[config.mk]
export PLATFORM = sky130hd
export DESIGN_NAME = ckxp_top
export DESIGN_NICKNAME = d
export VERILOG_FILES = /design/src/include/ckxp_pkg.sv /design/src/ckxp_clkgen.sv /design/src/ckxp_nmi_sync.sv /design/src/ckxp_top.sv
export SDC_FILE = /design/constraint.sdc
export NUM_CORES = 1
export LEC_CHECK = 0
export ABC_AREA = 1
export ABC_CLOCK_PERIOD_IN_PS = 3900
export BUFFER_PORTS_ARGS = -buffer_cell sky130_fd_sc_hd__clkbuf_2
export CAP_MARGIN = 20
export CORE_MARGIN = 8
export CORE_UTILIZATION = 30
export DETAILED_ROUTE_END_ITERATION = 6
export SLEW_MARGIN = 5
export SYNTH_ARGS = -nofsm -noshare
export SYNTH_HDL_FRONTEND = slang
export SYNTH_SLANG_ARGS = --single-unit
[constraint.sdc]
create_clock -name CLK -period 3.9 [get_ports CLK]
set_clock_uncertainty 0.05 [all_clocks]
set_input_delay 0.585 -clock CLK [delete_from_list [all_inputs] [get_ports CLK]]
set_output_delay 0.585 -clock CLK [all_outputs]
set_load 0.02 [all_outputs]
[src/include/ckxp_pkg.sv]
// Purpose: Shared constants for the clock output and expansion port block.
// Assumes: Registers sit one per 32-bit word on the plain register port.
// Notes:   Field positions and reset values live here and nowhere else.
package ckxp_pkg;

  // Register port geometry.
  localparam int          REG_AW        = 8;
  localparam int          REG_DW        = 32;
  localparam logic [7:0]  REG_PLL_CTRL  = 8'h00;
  localparam logic [7:0]  REG_ATTR_POL  = 8'h04;
  localparam logic [7:0]  REG_STATUS    = 8'h08;
  localparam logic [7:0]  REG_ACC_TIME  = 8'h0C;

  // PLL control fields.
  localparam int          PLL_EN_BIT    = 0;
  localparam int          PLL_MF_LSB    = 1;
  localparam int          PLL_DF_LSB    = 5;
  localparam int          PLL_FW        = 4;
  localparam logic [3:0]  PLL_FACT_ONE  = 4'h1;
  localparam logic [3:0]  PLL_FACT_RST  = 4'h1;

  // Status fields.
  localparam int          ST_PLL_EN     = 0;
  localparam int          ST_MASTER     = 1;
  localparam int          ST_STANDBY    = 2;
  localparam int          ST_BUSY       = 3;
  localparam int          ST_NMI_SEEN   = 4;
  localparam int          ST_CORE_CLOCK_OUTPUT     = 5;

  // Expansion port widths.
  localparam int          ADDR_W        = 18;
  localparam int          DATA_W        = 24;
  localparam int          ATTR_N        = 4;

  // Reset values and the access time minimum.
  localparam logic [3:0]  ATTR_POL_RST  = 4'h0;
  localparam logic [3:0]  ACC_TIME_RST  = 4'h2;
  localparam logic [3:0]  ACC_TIME_MIN  = 4'h1;
  localparam logic [17:0] ADDR_RST      = 18'h0_0000;
  localparam logic [23:0] DATA_RST      = 24'h00_0000;

  typedef enum logic [1:0] {
    CKXP_IDLE,
    CKXP_ACT,
    CKXP_DONE
  } ckxp_state_t;

endpackage : ckxp_pkg

[src/ckxp_clkgen.sv]
// Purpose: Builds the core clock phase that the top registers into the clock output.
// Assumes: The external clock input is sampled as a synchronous level.
// Notes:   The output is the core phase itself; the clock output pin in the top lags it by one flop.
`timescale 1ns/1ns
module ckxp_clkgen
  import ckxp_pkg::*;
(
  // Clock and reset.
  input  wire logic            clk,
  input  wire logic            rst_n,
  // Configuration.
  input  wire logic            ext_clock_in,
  input  wire logic            pll_enable_bit,
  input  wire logic [PLL_FW-1:0] mult_fact,
  input  wire logic [PLL_FW-1:0] div_fact,
  // Core phase.
  output logic                 core_phase
);

  logic              ext_prev_ff;
  logic              phase_ff;
  logic [PLL_FW-1:0] cnt_ff;
  logic              unity;
  logic              ext_rise;

  assign unity    = (mult_fact == PLL_FACT_ONE) && (div_fact == PLL_FACT_ONE);
  assign ext_rise = ext_clock_in && !ext_prev_ff;
  assign core_phase = phase_ff;

  always_ff @(posedge clk or negedge rst_n) begin
    if (!rst_n) begin
      ext_prev_ff <= 1'b0;
    end else begin
      ext_prev_ff <= ext_clock_in;
    end
  end

  // A zero divide factor is treated as one so the counter never stalls.
  always_ff @(posedge clk or negedge rst_n) begin
    if (!rst_n) begin
      phase_ff <= 1'b0;
      cnt_ff   <= '0;
    end else if (!pll_enable_bit) begin
      cnt_ff <= '0;
      if (ext_rise) begin
        phase_ff <= !phase_ff;
      end
    end else if (unity) begin
      cnt_ff   <= '0;
      phase_ff <= ext_clock_in;
    end else if (cnt_ff + PLL_FACT_ONE >= div_fact) begin
      cnt_ff   <= '0;
      phase_ff <= !phase_ff;
    end else begin
      cnt_ff <= cnt_ff + PLL_FACT_ONE;
    end
  end

endmodule : ckxp_clkgen

[src/ckxp_nmi_sync.sv]
// Purpose: Synchronises the init/interrupt pin and finds falling edges.
// Assumes: The pin may change at any time relative to the clock.
// Notes:   Edges are only reported while armed, i.e. after reset release.
`timescale 1ns/1ns
module ckxp_nmi_sync
  import ckxp_pkg::*;
(
  // Clock and reset.
  input  wire logic clk,
  input  wire logic rst_n,
  // Pin side.
  input  wire logic pin,
  input  wire logic arm,
  // Event.
  output logic      fall_pulse
);

  logic meta_ff;
  logic sync_ff;
  logic prev_ff;

  // No reset here: the stages track the pin through reset, so a pin
  // strapped low and left low gives no false edge once armed.
  always_ff @(posedge clk) begin
    meta_ff <= pin;
    sync_ff <= meta_ff;
    prev_ff <= sync_ff;
  end

  assign fall_pulse = arm && rst_n && prev_ff && !sync_ff;

endmodule : ckxp_nmi_sync

[src/ckxp_top.sv]
// Purpose: Clock output, PLL init/interrupt pin and expansion port pins.
// Assumes: Core access requests and grant inputs are synchronous to CLK.
// Notes:   Pin enables are high while the block drives the pin.
//
// Decided for this implementation: the strobed register port and the address map.
`timescale 1ns/1ns
module ckxp_top
  import ckxp_pkg::*;
(
  // Clock and reset.
  input  wire logic              CLK,
  input  wire logic              RST_N,
  // Register port.
  input  wire logic [REG_AW-1:0] REG_ADDR,
  input  wire logic [REG_DW-1:0] REG_WDATA,
  input  wire logic              REG_WR,
  input  wire logic              REG_RD,
  output logic      [REG_DW-1:0] REG_RDATA,
  // Clock pins.
  input  wire logic              EXT_CLOCK_IN,
  output logic                   CORE_CLOCK_OUTPUT,
  // Init / interrupt pin.
  input  wire logic              PLL_INIT_OR_NMI_PIN,
  output logic                   NMI_REQ,
  // Bus ownership.
  input  wire logic              BUS_GRANT,
  input  wire logic              STANDBY,
  // Core access request.
  input  wire logic              ACC_REQ,
  input  wire logic              ACC_WRITE,
  input  wire logic [ADDR_W-1:0] ACC_ADDR,
  input  wire logic [DATA_W-1:0] ACC_WDATA,
  input  wire logic [ATTR_N-1:0] ACC_ATTR,
  output logic                   ACC_DONE,
  output logic      [DATA_W-1:0] ACC_RDATA,
  // Address bus pins.
  output logic      [ADDR_W-1:0] ADDR_OUT,
  output logic                   ADDR_OE,
  // Data bus pins.
  input  wire logic [DATA_W-1:0] DATA_IN,
  output logic      [DATA_W-1:0] DATA_OUT,
  output logic                   DATA_OE,
  // Attribute / row strobe pins.
  output logic      [ATTR_N-1:0] ATTR_OR_ROW_STROBE,
  output logic                   ATTR_OE,
  // Read, write, bus busy, column strobe and bus clock enable group.
  output logic                   CTRL_OE
);

  // Reset synchroniser.
  logic              rst_meta_ff;
  logic              rst_n_ff;
  // Registers.
  logic              pll_enable_bit_ff;
  logic [PLL_FW-1:0] mult_ff;
  logic [PLL_FW-1:0] div_ff;
  logic [ATTR_N-1:0] attr_pol_ff;
  logic [PLL_FW-1:0] acc_time_ff;
  logic              nmi_seen_ff;
  logic [REG_DW-1:0] rdata_ff;
  logic [REG_DW-1:0] nxt_rdata;
  // Clock output and interrupt.
  logic              core_phase;
  logic              core_clock_output_ff;
  logic              nmi_fall;
  logic              nmi_ff;
  // Expansion port.
  ckxp_state_t       state_ff;
  ckxp_state_t       nxt_state;
  logic [PLL_FW-1:0] wait_ff;
  logic              owner;
  logic              start;
  logic              wr_ff;
  logic [ATTR_N-1:0] sel_ff;
  logic [ADDR_W-1:0] addr_ff;
  logic [DATA_W-1:0] dout_ff;
  logic [DATA_W-1:0] rdata_acc_ff;
  logic              done_ff;
  logic              addr_oe_ff;
  logic              data_oe_ff;
  logic              ctrl_oe_ff;
  logic [ATTR_N-1:0] attr_ff;

  // Reset release through two flops; assertion stays asynchronous.
  always_ff @(posedge CLK or negedge RST_N) begin
    if (!RST_N) begin
      rst_meta_ff <= 1'b0;
      rst_n_ff    <= 1'b0;
    end else begin
      rst_meta_ff <= 1'b1;
      rst_n_ff    <= rst_meta_ff;
    end
  end

  // The enable bit has no reset constant: it is strapped from the pin on
  // every edge while reset is held, so the last level before release wins.
  always_ff @(posedge CLK) begin
    if (!rst_n_ff) begin
      pll_enable_bit_ff <= PLL_INIT_OR_NMI_PIN;
    end else if (REG_WR && REG_ADDR == REG_PLL_CTRL) begin
      pll_enable_bit_ff <= REG_WDATA[PLL_EN_BIT];
    end
  end

  always_ff @(posedge CLK or negedge rst_n_ff) begin
    if (!rst_n_ff) begin
      mult_ff <= PLL_FACT_RST;
      div_ff  <= PLL_FACT_RST;
    end else if (REG_WR && REG_ADDR == REG_PLL_CTRL) begin
      mult_ff <= REG_WDATA[PLL_MF_LSB +: PLL_FW];
      div_ff  <= REG_WDATA[PLL_DF_LSB +: PLL_FW];
    end
  end

  always_ff @(posedge CLK or negedge rst_n_ff) begin
    if (!rst_n_ff) begin
      attr_pol_ff <= ATTR_POL_RST;
    end else if (REG_WR && REG_ADDR == REG_ATTR_POL) begin
      attr_pol_ff <= REG_WDATA[ATTR_N-1:0];
    end
  end

  // Access length below one cycle would make a strobe vanish, so clamp it.
  always_ff @(posedge CLK or negedge rst_n_ff) begin
    if (!rst_n_ff) begin
      acc_time_ff <= ACC_TIME_RST;
    end else if (REG_WR && REG_ADDR == REG_ACC_TIME) begin
      acc_time_ff <= (REG_WDATA[PLL_FW-1:0] < ACC_TIME_MIN) ?
                     ACC_TIME_MIN : REG_WDATA[PLL_FW-1:0];
    end
  end

  // Sticky interrupt record; a new edge wins over a write-one clear.
  always_ff @(posedge CLK or negedge rst_n_ff) begin
    if (!rst_n_ff) begin
      nmi_seen_ff <= 1'b0;
    end else if (nmi_fall) begin
      nmi_seen_ff <= 1'b1;
    end else if (REG_WR && REG_ADDR == REG_STATUS &&
                 REG_WDATA[ST_NMI_SEEN]) begin
      nmi_seen_ff <= 1'b0;
    end
  end

  always_comb begin
    nxt_rdata = '0;
    case (REG_ADDR)
      REG_PLL_CTRL: begin
        nxt_rdata[PLL_EN_BIT]           = pll_enable_bit_ff;
        nxt_rdata[PLL_MF_LSB +: PLL_FW] = mult_ff;
        nxt_rdata[PLL_DF_LSB +: PLL_FW] = div_ff;
      end
      REG_ATTR_POL: begin
        nxt_rdata[ATTR_N-1:0] = attr_pol_ff;
      end
      REG_STATUS: begin
        nxt_rdata[ST_PLL_EN]   = pll_enable_bit_ff;
        nxt_rdata[ST_MASTER]   = owner;
        nxt_rdata[ST_STANDBY]  = STANDBY;
        nxt_rdata[ST_BUSY]     = (state_ff != CKXP_IDLE);
        nxt_rdata[ST_NMI_SEEN] = nmi_seen_ff;
        nxt_rdata[ST_CORE_CLOCK_OUTPUT]   = core_clock_output_ff;
      end
      REG_ACC_TIME: begin
        nxt_rdata[PLL_FW-1:0] = acc_time_ff;
      end
      default: begin
        nxt_rdata = '0;
      end
    endcase
  end

  // Read data stand only in the cycle after the strobe.
  always_ff @(posedge CLK or negedge rst_n_ff) begin
    if (!rst_n_ff) begin
      rdata_ff <= '0;
    end else begin
      rdata_ff <= REG_RD ? nxt_rdata : '0;
    end
  end

  ckxp_clkgen u_clkgen (
    .clk            (CLK),
    .rst_n          (rst_n_ff),
    .ext_clock_in   (EXT_CLOCK_IN),
    .pll_enable_bit (pll_enable_bit_ff),
    .mult_fact      (mult_ff),
    .div_fact       (div_ff),
    .core_phase     (core_phase)
  );

  // One flop from the core phase keeps a fixed alignment to it.
  always_ff @(posedge CLK or negedge rst_n_ff) begin
    if (!rst_n_ff) begin
      core_clock_output_ff <= 1'b0;
    end else begin
      core_clock_output_ff <= core_phase;
    end
  end

  ckxp_nmi_sync u_nmi (
    .clk        (CLK),
    .rst_n      (rst_n_ff),
    .pin        (PLL_INIT_OR_NMI_PIN),
    .arm        (rst_n_ff),
    .fall_pulse (nmi_fall)
  );

  always_ff @(posedge CLK or negedge rst_n_ff) begin
    if (!rst_n_ff) begin
      nmi_ff <= 1'b0;
    end else begin
      nmi_ff <= nmi_fall;
    end
  end

  // Ownership is lost at once in standby, whatever the arbiter says.
  assign owner = BUS_GRANT && !STANDBY;
  assign start = owner && ACC_REQ && (state_ff == CKXP_IDLE);

  always_comb begin
    nxt_state = state_ff;
    case (state_ff)
      CKXP_IDLE: begin
        if (start) begin
          nxt_state = CKXP_ACT;
        end
      end
      CKXP_ACT: begin
        if (!owner) begin
          nxt_state = CKXP_IDLE;
        end else if (wait_ff <= ACC_TIME_MIN) begin
          nxt_state = CKXP_DONE;
        end
      end
      CKXP_DONE: begin
        nxt_state = CKXP_IDLE;
      end
      default: begin
        nxt_state = CKXP_IDLE;
      end
    endcase
  end

  always_ff @(posedge CLK or negedge rst_n_ff) begin
    if (!rst_n_ff) begin
      state_ff <= CKXP_IDLE;
      wait_ff  <= '0;
    end else begin
      state_ff <= nxt_state;
      if (start) begin
        wait_ff <= acc_time_ff;
      end else if (state_ff == CKXP_ACT) begin
        wait_ff <= wait_ff - ACC_TIME_MIN;
      end
    end
  end

  // Address and write data load only when an access starts, so the pins
  // do not toggle while no external space is touched.
  always_ff @(posedge CLK or negedge rst_n_ff) begin
    if (!rst_n_ff) begin
      addr_ff <= ADDR_RST;
      dout_ff <= DATA_RST;
      wr_ff   <= 1'b0;
      sel_ff  <= '0;
    end else if (start) begin
      addr_ff <= ACC_ADDR;
      dout_ff <= ACC_WDATA;
      wr_ff   <= ACC_WRITE;
      sel_ff  <= ACC_ATTR;
    end
  end

  // Read data captured on the last cycle of a read access.
  always_ff @(posedge CLK or negedge rst_n_ff) begin
    if (!rst_n_ff) begin
      rdata_acc_ff <= DATA_RST;
      done_ff      <= 1'b0;
    end else begin
      done_ff <= (nxt_state == CKXP_DONE);
      if (nxt_state == CKXP_DONE && !wr_ff) begin
        rdata_acc_ff <= DATA_IN;
      end
    end
  end

  // Address and control enables follow ownership, the data enable only in a write access; reset clears them, so all float in reset.
  always_ff @(posedge CLK or negedge rst_n_ff) begin
    if (!rst_n_ff) begin
      addr_oe_ff <= 1'b0;
      ctrl_oe_ff <= 1'b0;
      data_oe_ff <= 1'b0;
    end else begin
      addr_oe_ff <= owner;
      ctrl_oe_ff <= owner;
      data_oe_ff <= owner && (start ? ACC_WRITE : wr_ff) &&
                    (nxt_state != CKXP_IDLE);
    end
  end

  // Attribute lines are active inside an access and in reset, which loads ATTR_POL_RST; the polarity bit
  // picks the active level, and between accesses after reset they sit inactive.
  always_ff @(posedge CLK or negedge rst_n_ff) begin
    if (!rst_n_ff) begin
      attr_ff <= ATTR_POL_RST;
    end else if (nxt_state == CKXP_ACT) begin
      attr_ff <= ~((start ? ACC_ATTR : sel_ff) ^ attr_pol_ff);
    end else begin
      attr_ff <= ~attr_pol_ff;
    end
  end

  assign REG_RDATA          = rdata_ff;
  assign CORE_CLOCK_OUTPUT  = core_clock_output_ff;
  assign NMI_REQ            = nmi_ff;
  assign ACC_DONE           = done_ff;
  assign ACC_RDATA          = rdata_acc_ff;
  assign ADDR_OUT           = addr_ff;
  assign ADDR_OE            = addr_oe_ff;
  assign DATA_OUT           = dout_ff;
  assign DATA_OE            = data_oe_ff;
  assign ATTR_OR_ROW_STROBE = attr_ff;
  assign ATTR_OE            = ctrl_oe_ff;
  assign CTRL_OE            = ctrl_oe_ff;

endmodule : ckxp_top
[Word-level counts from Yosys, hierarchy flattened]
Cells that the tools add are included.
Cells by class
  order comparisons: 3
  mux-type cells: 25
  bitwise operators: 3
  reductions and logical operators: 28
  $add $sub $neg: 2
  equal/unequal tests: 10
Operator list (count)
  $mux W4: 8
  $eq A8 B4 Y1 const B: 2
  $pmux W4 S4: 1
  $logic_and A1 B1 Y1: 15
  $reduce_bool A2 Y1: 5
  $mux W1: 9
  $mux W9: 1
  $eq A4 B1 Y1 const B: 2
  $eq A8 B3 Y1 const B: 1
  $logic_not A8 Y1: 1
  $not A4 Y4: 2
  $pmux W2 S2: 2
  $mux W2: 3
  $logic_not A1 Y1: 5
  $add A4 B1 Y4 const B: 1
  $eq A2 B1 Y1 const B: 2
  $ge A4 B4 Y1: 1
  $le A4 B1 Y1 const B: 1
  $lt A4 B1 Y1 const B: 1
  $sub A4 B1 Y4 const B: 1
  $xor A4 B4 Y4: 1
  $mux W3: 1
  $ne A3 B1 Y1 const B: 1
  $eq A2 B2 Y1 const B: 1
  3 further kinds: 3
Word-level totals
  bits of input ports: 120
  bits in registers: 124

[Depth between registers and ports, before layout]
Gate-level depths: netlist of the first run.
  depth in word-level cells: 8
  mapped depth: 12

[Hierarchy]
A second synthesis of the first run with hierarchy kept.
Second synthesis, totals
  cell total of the unflattened synthesis: 625
  area, all modules: 5407.7 um^2
Modules (own cells, without submodules)
  ckxp_top: sequential area each 2886.5 um^2, area an instance 4868.4 um^2, instances 1, cells an instance 555
  ckxp_clkgen: sequential area each 150.1 um^2, area an instance 461.7 um^2, instances 1, cells an instance 63
  ckxp_nmi_sync: sequential area each 60.1 um^2, area an instance 77.6 um^2, instances 1, cells an instance 7

[Worst setup path after synthesis of the first run]
Ideal clock, no wire load.
  path kind: register to register
  from: register rst_n_ff
  to: register pll_enable_bit_ff (data pin)
  arrival: 3085 ps
  stages on the path, launching flop included: 2
  data required time: 3469 ps
  setup time: 381 ps
  clock period less this slack: 3516 ps
  slack: 384 ps
  cells stage by stage: dfrtp_1 > a21oi_1
Between the ends
  longest elaborated chain between the ends: 1
RTL lines
  from (decl): line ckxp_top.sv:52  | logic rst_n_ff;
  from (signal assigned): line ckxp_top.sv:91  | rst_n_ff <= rst_meta_ff;
  $mux W1: line ckxp_top.sv:98  | if (!rst_n_ff) begin
  to (signal assigned): line ckxp_top.sv:101  | pll_enable_bit_ff <= REG_WDATA[PLL_EN_BIT];
  to (decl): line ckxp_top.sv:54  | logic pll_enable_bit_ff;
Every way passes these cells.
A chain may end at the register's enable or synchronous reset.

[Final worst setup path of the first run]
  from: register u_clkgen.cnt_ff[0]
  to: register u_clkgen.phase_ff, in the netlist u_clkgen.core_phase
Between the ends
  longest elaborated chain between the ends: 4
RTL lines
  from (decl): line ckxp_clkgen.sv:22  | logic [PLL_FW-1:0] cnt_ff;
  from (signal assigned): line ckxp_clkgen.sv:55  | cnt_ff <= cnt_ff + PLL_FACT_ONE;
  $add A4 B1 Y4: line ckxp_clkgen.sv:51  | end else if (cnt_ff + PLL_FACT_ONE >= div_fact) begin
  $ge A4 B4 Y1: line ckxp_clkgen.sv:51
  $ne A3 B1 Y1 (no source line)
  $reduce_and A2 Y1 (no source line)
  to (signal assigned): line ckxp_clkgen.sv:46  | phase_ff <= !phase_ff;
  to (signal assigned): line ckxp_clkgen.sv:50  | phase_ff <= ext_clock_in;
  to (signal assigned): line ckxp_clkgen.sv:53  | phase_ff <= !phase_ff;
  to (decl): line ckxp_clkgen.sv:21  | logic phase_ff;
Every way passes these cells.

==> results of run 1 <==
metal layers:
layer  up-vias  global-route usage  part of all wire
met1      1888               0.143              0.41
met5         -                   0                 0
met3        16              0.0413             0.076
met4         0              0.0550             0.016
li1       2202                   -                 -
met2       113               0.214              0.50
worst max-delay path, stage by stage, from the launching register on:
cell and delay (ns):
dfrtp_1 0.41, ha_1 0.22, xnor2_1 0.22, inv_1 0.07, ha_1 0.27, nand2_1 0.07
inv_1 0.05, a21oi_1 0.13, nand4_1 0.25, nand3_1 0.18, nand2_1 0.06
power breakdown:
group          switching (mW)  internal [mW]  leakage, nW  total, mW
clock network           0.592          0.976        0.282       1.57
registers               0.122           1.49         1.56       1.61
logic                   0.500          0.262         2.07      0.762
cells in the final DEF, fill, tap and decap left out, types with 3 or more instances in the layout:
cell type / Yosys / layout
nand2_1: 235 / 235
clkbuf_2: 0 / 182
dfrtp_1: 117 / 116
inv_1: 66 / 66
o21ai_1: 26 / 26
nor2_1: 25 / 25
conb_1: 2 / 24
nand3_1: 20 / 20
clkbuf_16: 0 / 17
o21ai_0: 8 / 8
ha_1: 7 / 7
a21oi_1: 5 / 5
nand4_1: 5 / 5
o21ai_2: 4 / 4
nand3b_1: 4 / 4
nor3_1: 4 / 4
clkinvlp_4: 0 / 4
buf_4: 26 / 4
nor4_1: 3 / 3
a21oi_2: 3 / 3
dfstp_2: 3 / 3
clkinv_2: 0 / 3
dfxtp_1: 3 / 3
cell families after synthesis:
| logic type | share of synthesized area |
|---|---|
| xor+xnor | 0.00657 |
| flops | 0.581 |
| other cells | 0.00141 |
| simple gates | 0.240 |
| compound gates | 0.0551 |
| buf+inv | 0.0997 |
| fa+ha+maj | 0.0164 |
through the flow:
stage / worst slack [ns] / hold WS, ns / power (mW) / cells
floorplan: 0.185 / 0.239 / 2.12 / 627
global placement: 1.66 / 0.260 / 2.39 / 997
detailed placement: 1.63 / 0.262 / 2.41 / 997
CTS: 1.79 / 0.229 / 4.00 / 1030
global route: 1.62 / 0.225 / 4.16 / 1030
finish: 1.82 / 0.247 / 3.94 / 1030
final cells by class:
cell class / count / share of cell area
Multi-Input combinational cell: 393 / 0.256
Tap cell: 225 / 0.0404
Clock inverter: 13 / 0.0201
Inverter: 69 / 0.0371
Sequential cell: 124 / 0.445
Clock buffer: 19 / 0.0650
Timing Repair Buffer: 187 / 0.136
state kept, by name, indices dropped and copies added, names as in the netlist, 2 cells and up:
register            cells
ADDR_OUT               18
sel_ff                  4
attr_pol_ff             4
acc_time_ff             4
REG_RDATA               9
ATTR_OR_ROW_STROBE      4
mult_ff                 4
div_ff                  4
ACC_RDATA              24
DATA_OUT               24
state_ff                2
wait_ff                 4
u_clkgen.cnt_ff         4
path summary, 6_finish.rpt:
path	cells past startpoint	endpoint
max	10	u_clkgen.core_phase
min	1	u_clkgen.ext_prev_ff
max reg2reg	10	u_clkgen.core_phase
min reg2reg	0	u_nmi.sync_ff
max in group asynchronous	1	ADDR_OUT[4]
min in group asynchronous	0	ATTR_OR_ROW_STROBE[3]
repair_timing:
| action | CTS | global route |
|---|---|---|
| hold endpoints to repair | 2 | 0 |
| gates resized for setup | 0 | 0 |
| endpoints found under the setup margin | 0 | 0 |
| hold buffers | 1 | 0 |
==> impl_metrics.json, run 1 <==
{
  "status": "completed",
  "hpwl_mm": 10.5,
  "drtAntennaViolNets": 0,
  "hold_viol": 0,
  "synth-seq-cells": 124,
  "die_w_um": 149,
  "drive_gt1_frac": 0.301,
  "netlist.area_leader.share": 0.549,
  "cts_tree": "yes",
  "cp_data_required_time_ns": 4.15,
  "finish.instance_area_um2": 6970,
  "arrival_ns": 2.34,
  "routed_wirelength_mm": 13.9,
  "rsz0062_at_grt": "no",
  "diodes": 0,
  "drtIter0Drc": 212,
  "hold_path.startpoint": "EXT_CLOCK_IN",
  "p_leak_nw": 3.91,
  "utilization": 0.402,
  "synthesis.area_um2": 5330,
  "nFillCells": 1785,
  "setup_viol": 0,
  "clockRootBuffer": "clkbuf_16",
  "p_per_area_nw_per_um2": 565,
  "ff_latch_area_um2": 3100,
  "cts.sinks": 124,
  "globalplace.congestion": 0.819,
  "grt_start_max_net_pins": 54,
  "route.detailed.drc": 0,
  "netlist_top_cells_count": "235 x nand2_1, 117 x dfrtp_1, 66 x inv_1",
  "ios": 229,
  "track_usage": 0.126,
  "yosys_warnings": 0,
  "path_clk_slew_ns": 0.06,
  "syn_to_final_growth_pct": 30.7,
  "cp_max_fo": 6,
  "die-area_um2": 22300,
  "via_per_inst": 4.10,
  "hold_class": "in2reg",
  "place_area_um2": 6370,
  "relSlewSlack": 0.434,
  "synth_most_common_cell": "nand2_1",
  "vias": 4219,
  "seq_area_frac_synth": 0.581,
  "async_reset_ff_frac": 0.968,
  "yosys.area.top_type": "dfrtp_1",
  "start_kind": "register",
  "cap_violations": 0,
  "irDropWorstVdd_v": 0.000292,
  "end_kind": "register",
  "synth_edf_count": 1,
  "grt_pass1_vias": 4206,
  "drt_first_pass_iters": 5,
  "ys.flop_type": "dfrtp_1",
  "synth.distinct_cells": 38,
  "multi_input_area_um2": 1790,
  "die_y_um": 149,
  "setup.worst_path.start": "u_clkgen.cnt_ff[0]",
  "grt_pass1_wl_mm": 22.0,
  "initial_core_util": 0.307,
  "synthTopCellsByArea": "dfrtp_1 55%, nand2_1 17%, inv_1 4.6%",
  "core_um2": 17400,
  "max_freq_mhz": 480,
  "ctsHtreeMaxLevel": 4,
  "cts_buffers": 17,
  "clk_path_buf_depth": 2,
  "clock_latency_ns": 0.41,
  "finalWorstPathRequiredPeriod_ns": 2.08,
  "syn_inst": 605,
  "rows": 48,
  "wl_per_cell_um": 13.4,
  "fin_nets": 919,
  "grt-ovfl-total": 0,
  "setup_tns_ns": 0,
  "final_max_slew_viol_count": 0,
  "worstMarginPinSlew_ns": 0.848,
  "portBuffers": 182,
  "crit_type": "reg2reg",
  "regToRegStartpoint": "u_clkgen.cnt_ff[0]",
  "avgSynthCellArea_um2": 8.82,
  "rrSetupSlack_ns": 1.82,
  "post_cts_buffers": 0,
  "antenna_found_initial": 0,
  "period_share": 0.534
}
Note: power is estimated with default switching activity, not from simulation.
==> run 2, diff against run 1 <==
Settings changed: ABC_AREA 1 to 0, ABC_CLOCK_PERIOD_IN_PS 3900 to 1800.
Clock period 3.9 ns to 1.8 ns, I/O delays scaled along.
==> run 2 against run 1 <==
Synthesized cell count decreased by 25%. Wire length increased by 4.9%. Fmax increased by 0.15%. The run now ends with negative setup slack left. Combinational power increased to 3.4 times the previous value. Clock-buffer cell count unchanged. Clock power increased by 130%. Sequential share of layout area decreased by 5.0 points. Largest cell class unchanged. Global-route usage increased by 0.90 points. Final cell count decreased by 7.5%. Critical path depth decreased by 3.
==> impl_metrics.json, run 2 <==
{
  "seq_area_frac_synth": 0.600,
  "synthTopCellsByArea": "dfrtp_1 57%, nand2_1 10%, mux2_2 7.9%",
  "ios": 229,
  "setup_viol": 33,
  "vias": 4061,
  "path_clk_slew_ns": 0.06,
  "cap_violations": 0,
  "die_y_um": 147,
  "setup_tns_ns": -4.07,
  "p_switching_mw": 3.01,
  "synth_edf_count": 1,
  "hpwl_mm": 9.96,
  "end_kind": "register",
  "seqPwrFrac": 0.372,
  "synth-seq-cells": 124,
  "async_reset_ff_frac": 0.968,
  "slowest_delay_ns": 0.49,
  "clock_latency_ns": 0.41,
  "layout_setup_ws_ns": -0.281,
  "rsz0062_at_grt": "yes",
  "netlist_top_cells_count": "137 x nand2_1, 117 x dfrtp_1, 36 x mux2_2",
  "clk_path_buf_depth": 2,
  "period_share": 1.16,
  "track_usage": 0.135,
  "finalWorstPathRequiredPeriod_ns": 2.08,
  "nFillCells": 1579,
  "rrSetupSlack_ns": -0.28,
  "synthesis.area_um2": 5160,
  "status": "finished with violations",
  "syn_to_final_growth_pct": 52.4,
  "max_freq_mhz": 480,
  "drtIter0Drc": 125,
  "diodes": 0,
  "antenna_found_initial": 2,
  "top_layer": "met5",
  "dr_wl_met2_mm": 7.19,
  "synth.distinct_cells": 52,
  "p_leak_nw": 4.16,
  "grt_start_max_net_pins": 84,
  "portBuffers": 182,
  "syn_inst": 453,
  "clockRootBuffer": "clkbuf_16",
  "worstRegToRegCells": 7,
  "regToRegStartpoint": "u_clkgen.cnt_ff[0]",
  "wl_met3_mm": 1.05,
  "fin_nets": 842,
  "cts_buffers": 17,
  "p_per_area_nw_per_um2": 1260,
  "p_clk_frac": 0.369,
  "yosys_warnings": 0,
  "via_per_inst": 4.26,
  "core_um2": 17100,
  "arrival_ns": 2.37,
  "die-area_um2": 21700,
  "power.share.combinational": 0.259,
  "drt_first_pass_iters": 4,
  "wl_per_cell_um": 15.2,
  "setup.worst_path.start": "u_clkgen.cnt_ff[0]",
  "swShare": 0.303,
  "whs_path_depth": 3,
  "die_w_um": 147,
  "start_kind": "register",
  "p_total_mw": 9.94,
  "final_common_cell": "clkbuf_2",
  "rows": 48,
  "initial_core_util": 0.303,
  "r2r-end": "u_clkgen.core_phase",
  "grt_pass1_vias": 4409,
  "cts_tree": "yes",
  "cts.sinks": 124,
  "cp_slowest_cell": "a2111o_1",
  "avgSynthCellArea_um2": 11.4,
  "hold_class": "in2reg",
  "failed_checks": "negative setup slack",
  "synth_most_common_cell": "nand2_1",
  "route.detailed.drc": 0,
  "final_max_slew_viol_count": 0,
  "crit_type": "reg2reg",
  "wl_met1_mm": 5.97,
  "cp_data_required_time_ns": 2.09,
  "critPathCapture": "u_clkgen.core_phase",
  "globalplace.congestion": 0.760,
  "drive_gt1_frac": 0.451,
  "routed_wirelength_mm": 14.5,
  "grt_pass1_wl_mm": 23.1,
  "irDropWorstVdd_v": 0.000639,
  "final_cell_mix": "182 x clkbuf_2, 137 x nand2_1, 116 x dfrtp_1, 44 x dlygate4sd3_1, 36 x mux2_4",
  "yosys.area.top_type": "dfrtp_1",
  "ys.flop_type": "dfrtp_1",
  "netlist.area_leader.share": 0.567,
  "path_cells": "ha_2 -> xor2_2 -> ha_1 -> o21a_1 -> a2111o_1 -> a21boi_1 -> o21bai_1",
  "hold_viol": 0,
  "ctsHtreeMaxLevel": 4,
  "finish.instance_area_um2": 7870,
  "cp_max_fo": 5,
  "grt-ovfl-total": 0,
  "drtAntennaViolNets": 0,
  "place_area_um2": 6520,
  "p_int_mw": 6.93
}
run 2: changes by cell type after synthesis, sizes merged, moves of 5 or more:
cell / before / now
clkbuf: 3 / 11
nand4: 5 / 0
o21ai: 38 / 4
buf: 38 / 32
nand3: 21 / 1
nand2b: 0 / 6
nand2: 238 / 138
inv: 68 / 12
mux2: 0 / 44
nor2: 29 / 12
run 2: metal layers:
metal,vias up,GRT usage
li1,1966,-
met1,1935,0.155
met2,134,0.221
met3,22,0.0517
met4,4,0.0617
met5,-,0
run 2: power by group through the flow:
| stage | Combinational (mW) | Clock [mW] | Sequential [mW] |
|---|---|---|---|
| finish | 2.57 | 3.66 | 3.70 |
| global route | 2.80 | 3.92 | 3.78 |
| CTS | 2.57 | 3.77 | 3.70 |
| detailed placement | 2.37 | 0 | 3.74 |
| global placement | 2.36 | 0 | 3.71 |
| floorplan | 0.887 | 0 | 4.33 |
run 2: worst min-delay path by stage:
stage	to	startpoint	slack [ns]
detailed placement	rst_meta_ff	RST_N	0.02
CTS	DATA_OUT[2]	ACC_WDATA[2]	0.004
global route	DATA_OUT[2]	ACC_WDATA[2]	0.02
global placement	rst_meta_ff	RST_N	0.008
floorplan	rst_meta_ff	RST_N	-0.08
finish	DATA_OUT[2]	ACC_WDATA[2]	0.02
run 2: worst max-delay path, delay by kind of cell (launching register included):
| family | cells | cell delay, ns |
|---|---|---|
| AO/OA/AOI/OAI | 4 | 0.93 |
| XOR/XNOR | 1 | 0.15 |
| adder cells (fa/ha/maj) | 2 | 0.48 |
| flip-flops | 1 | 0.41 |
run 2: cell type report:
type	instances	area, µm²	share of cell area
sequential	124	3100	0.394
multi-input combinational	296	2040	0.259
tap	225	282	0.0358
inverter	12	45.0	0.00573
timing repair buffer	264	1760	0.223
clock buffer	19	453	0.0576
clock inverter	13	189	0.0240
run 2: kinds of logic (layout without fill, tap and decap cells):
family | count (synthesis) | after routing | synth area share
other | 2 | 24 | 0.00146
XOR/XNOR | 8 | 8 | 0.0136
multiplexers | 50 | 50 | 0.118
flip-flops | 124 | 124 | 0.600
buffers and inverters | 55 | 308 | 0.0609
AND/OR/NAND/NOR | 184 | 184 | 0.158
adder cells (fa/ha/maj) | 7 | 7 | 0.0170
AO/OA/AOI/OAI | 23 | 23 | 0.0308
run 2: metrics by stage:
step / hold slack [ns] / cells / util / setup WS, ns
6_report: 0.0219 / 953 / 0.461 / -0.281
3_5_place_dp: 0.0156 / 865 / 0.382 / -0.312
3_3_place_gp: 0.00772 / 865 / 0.382 / -0.291
5_1_grt: 0.0180 / 953 / 0.461 / -0.395
4_1_cts: 0.00435 / 952 / 0.458 / -0.247
2_1_floorplan: -0.0756 / 475 / - / -0.208
run 2: timing repair:
action                                  CTS  global route
gates resized for setup                  17            13
setup buffers                             9             1
hold buffers                             44             0
gates cloned                              2             2
endpoints found under the setup margin   33            34
hold endpoints to repair                 45             0
pin swaps                                 2             4
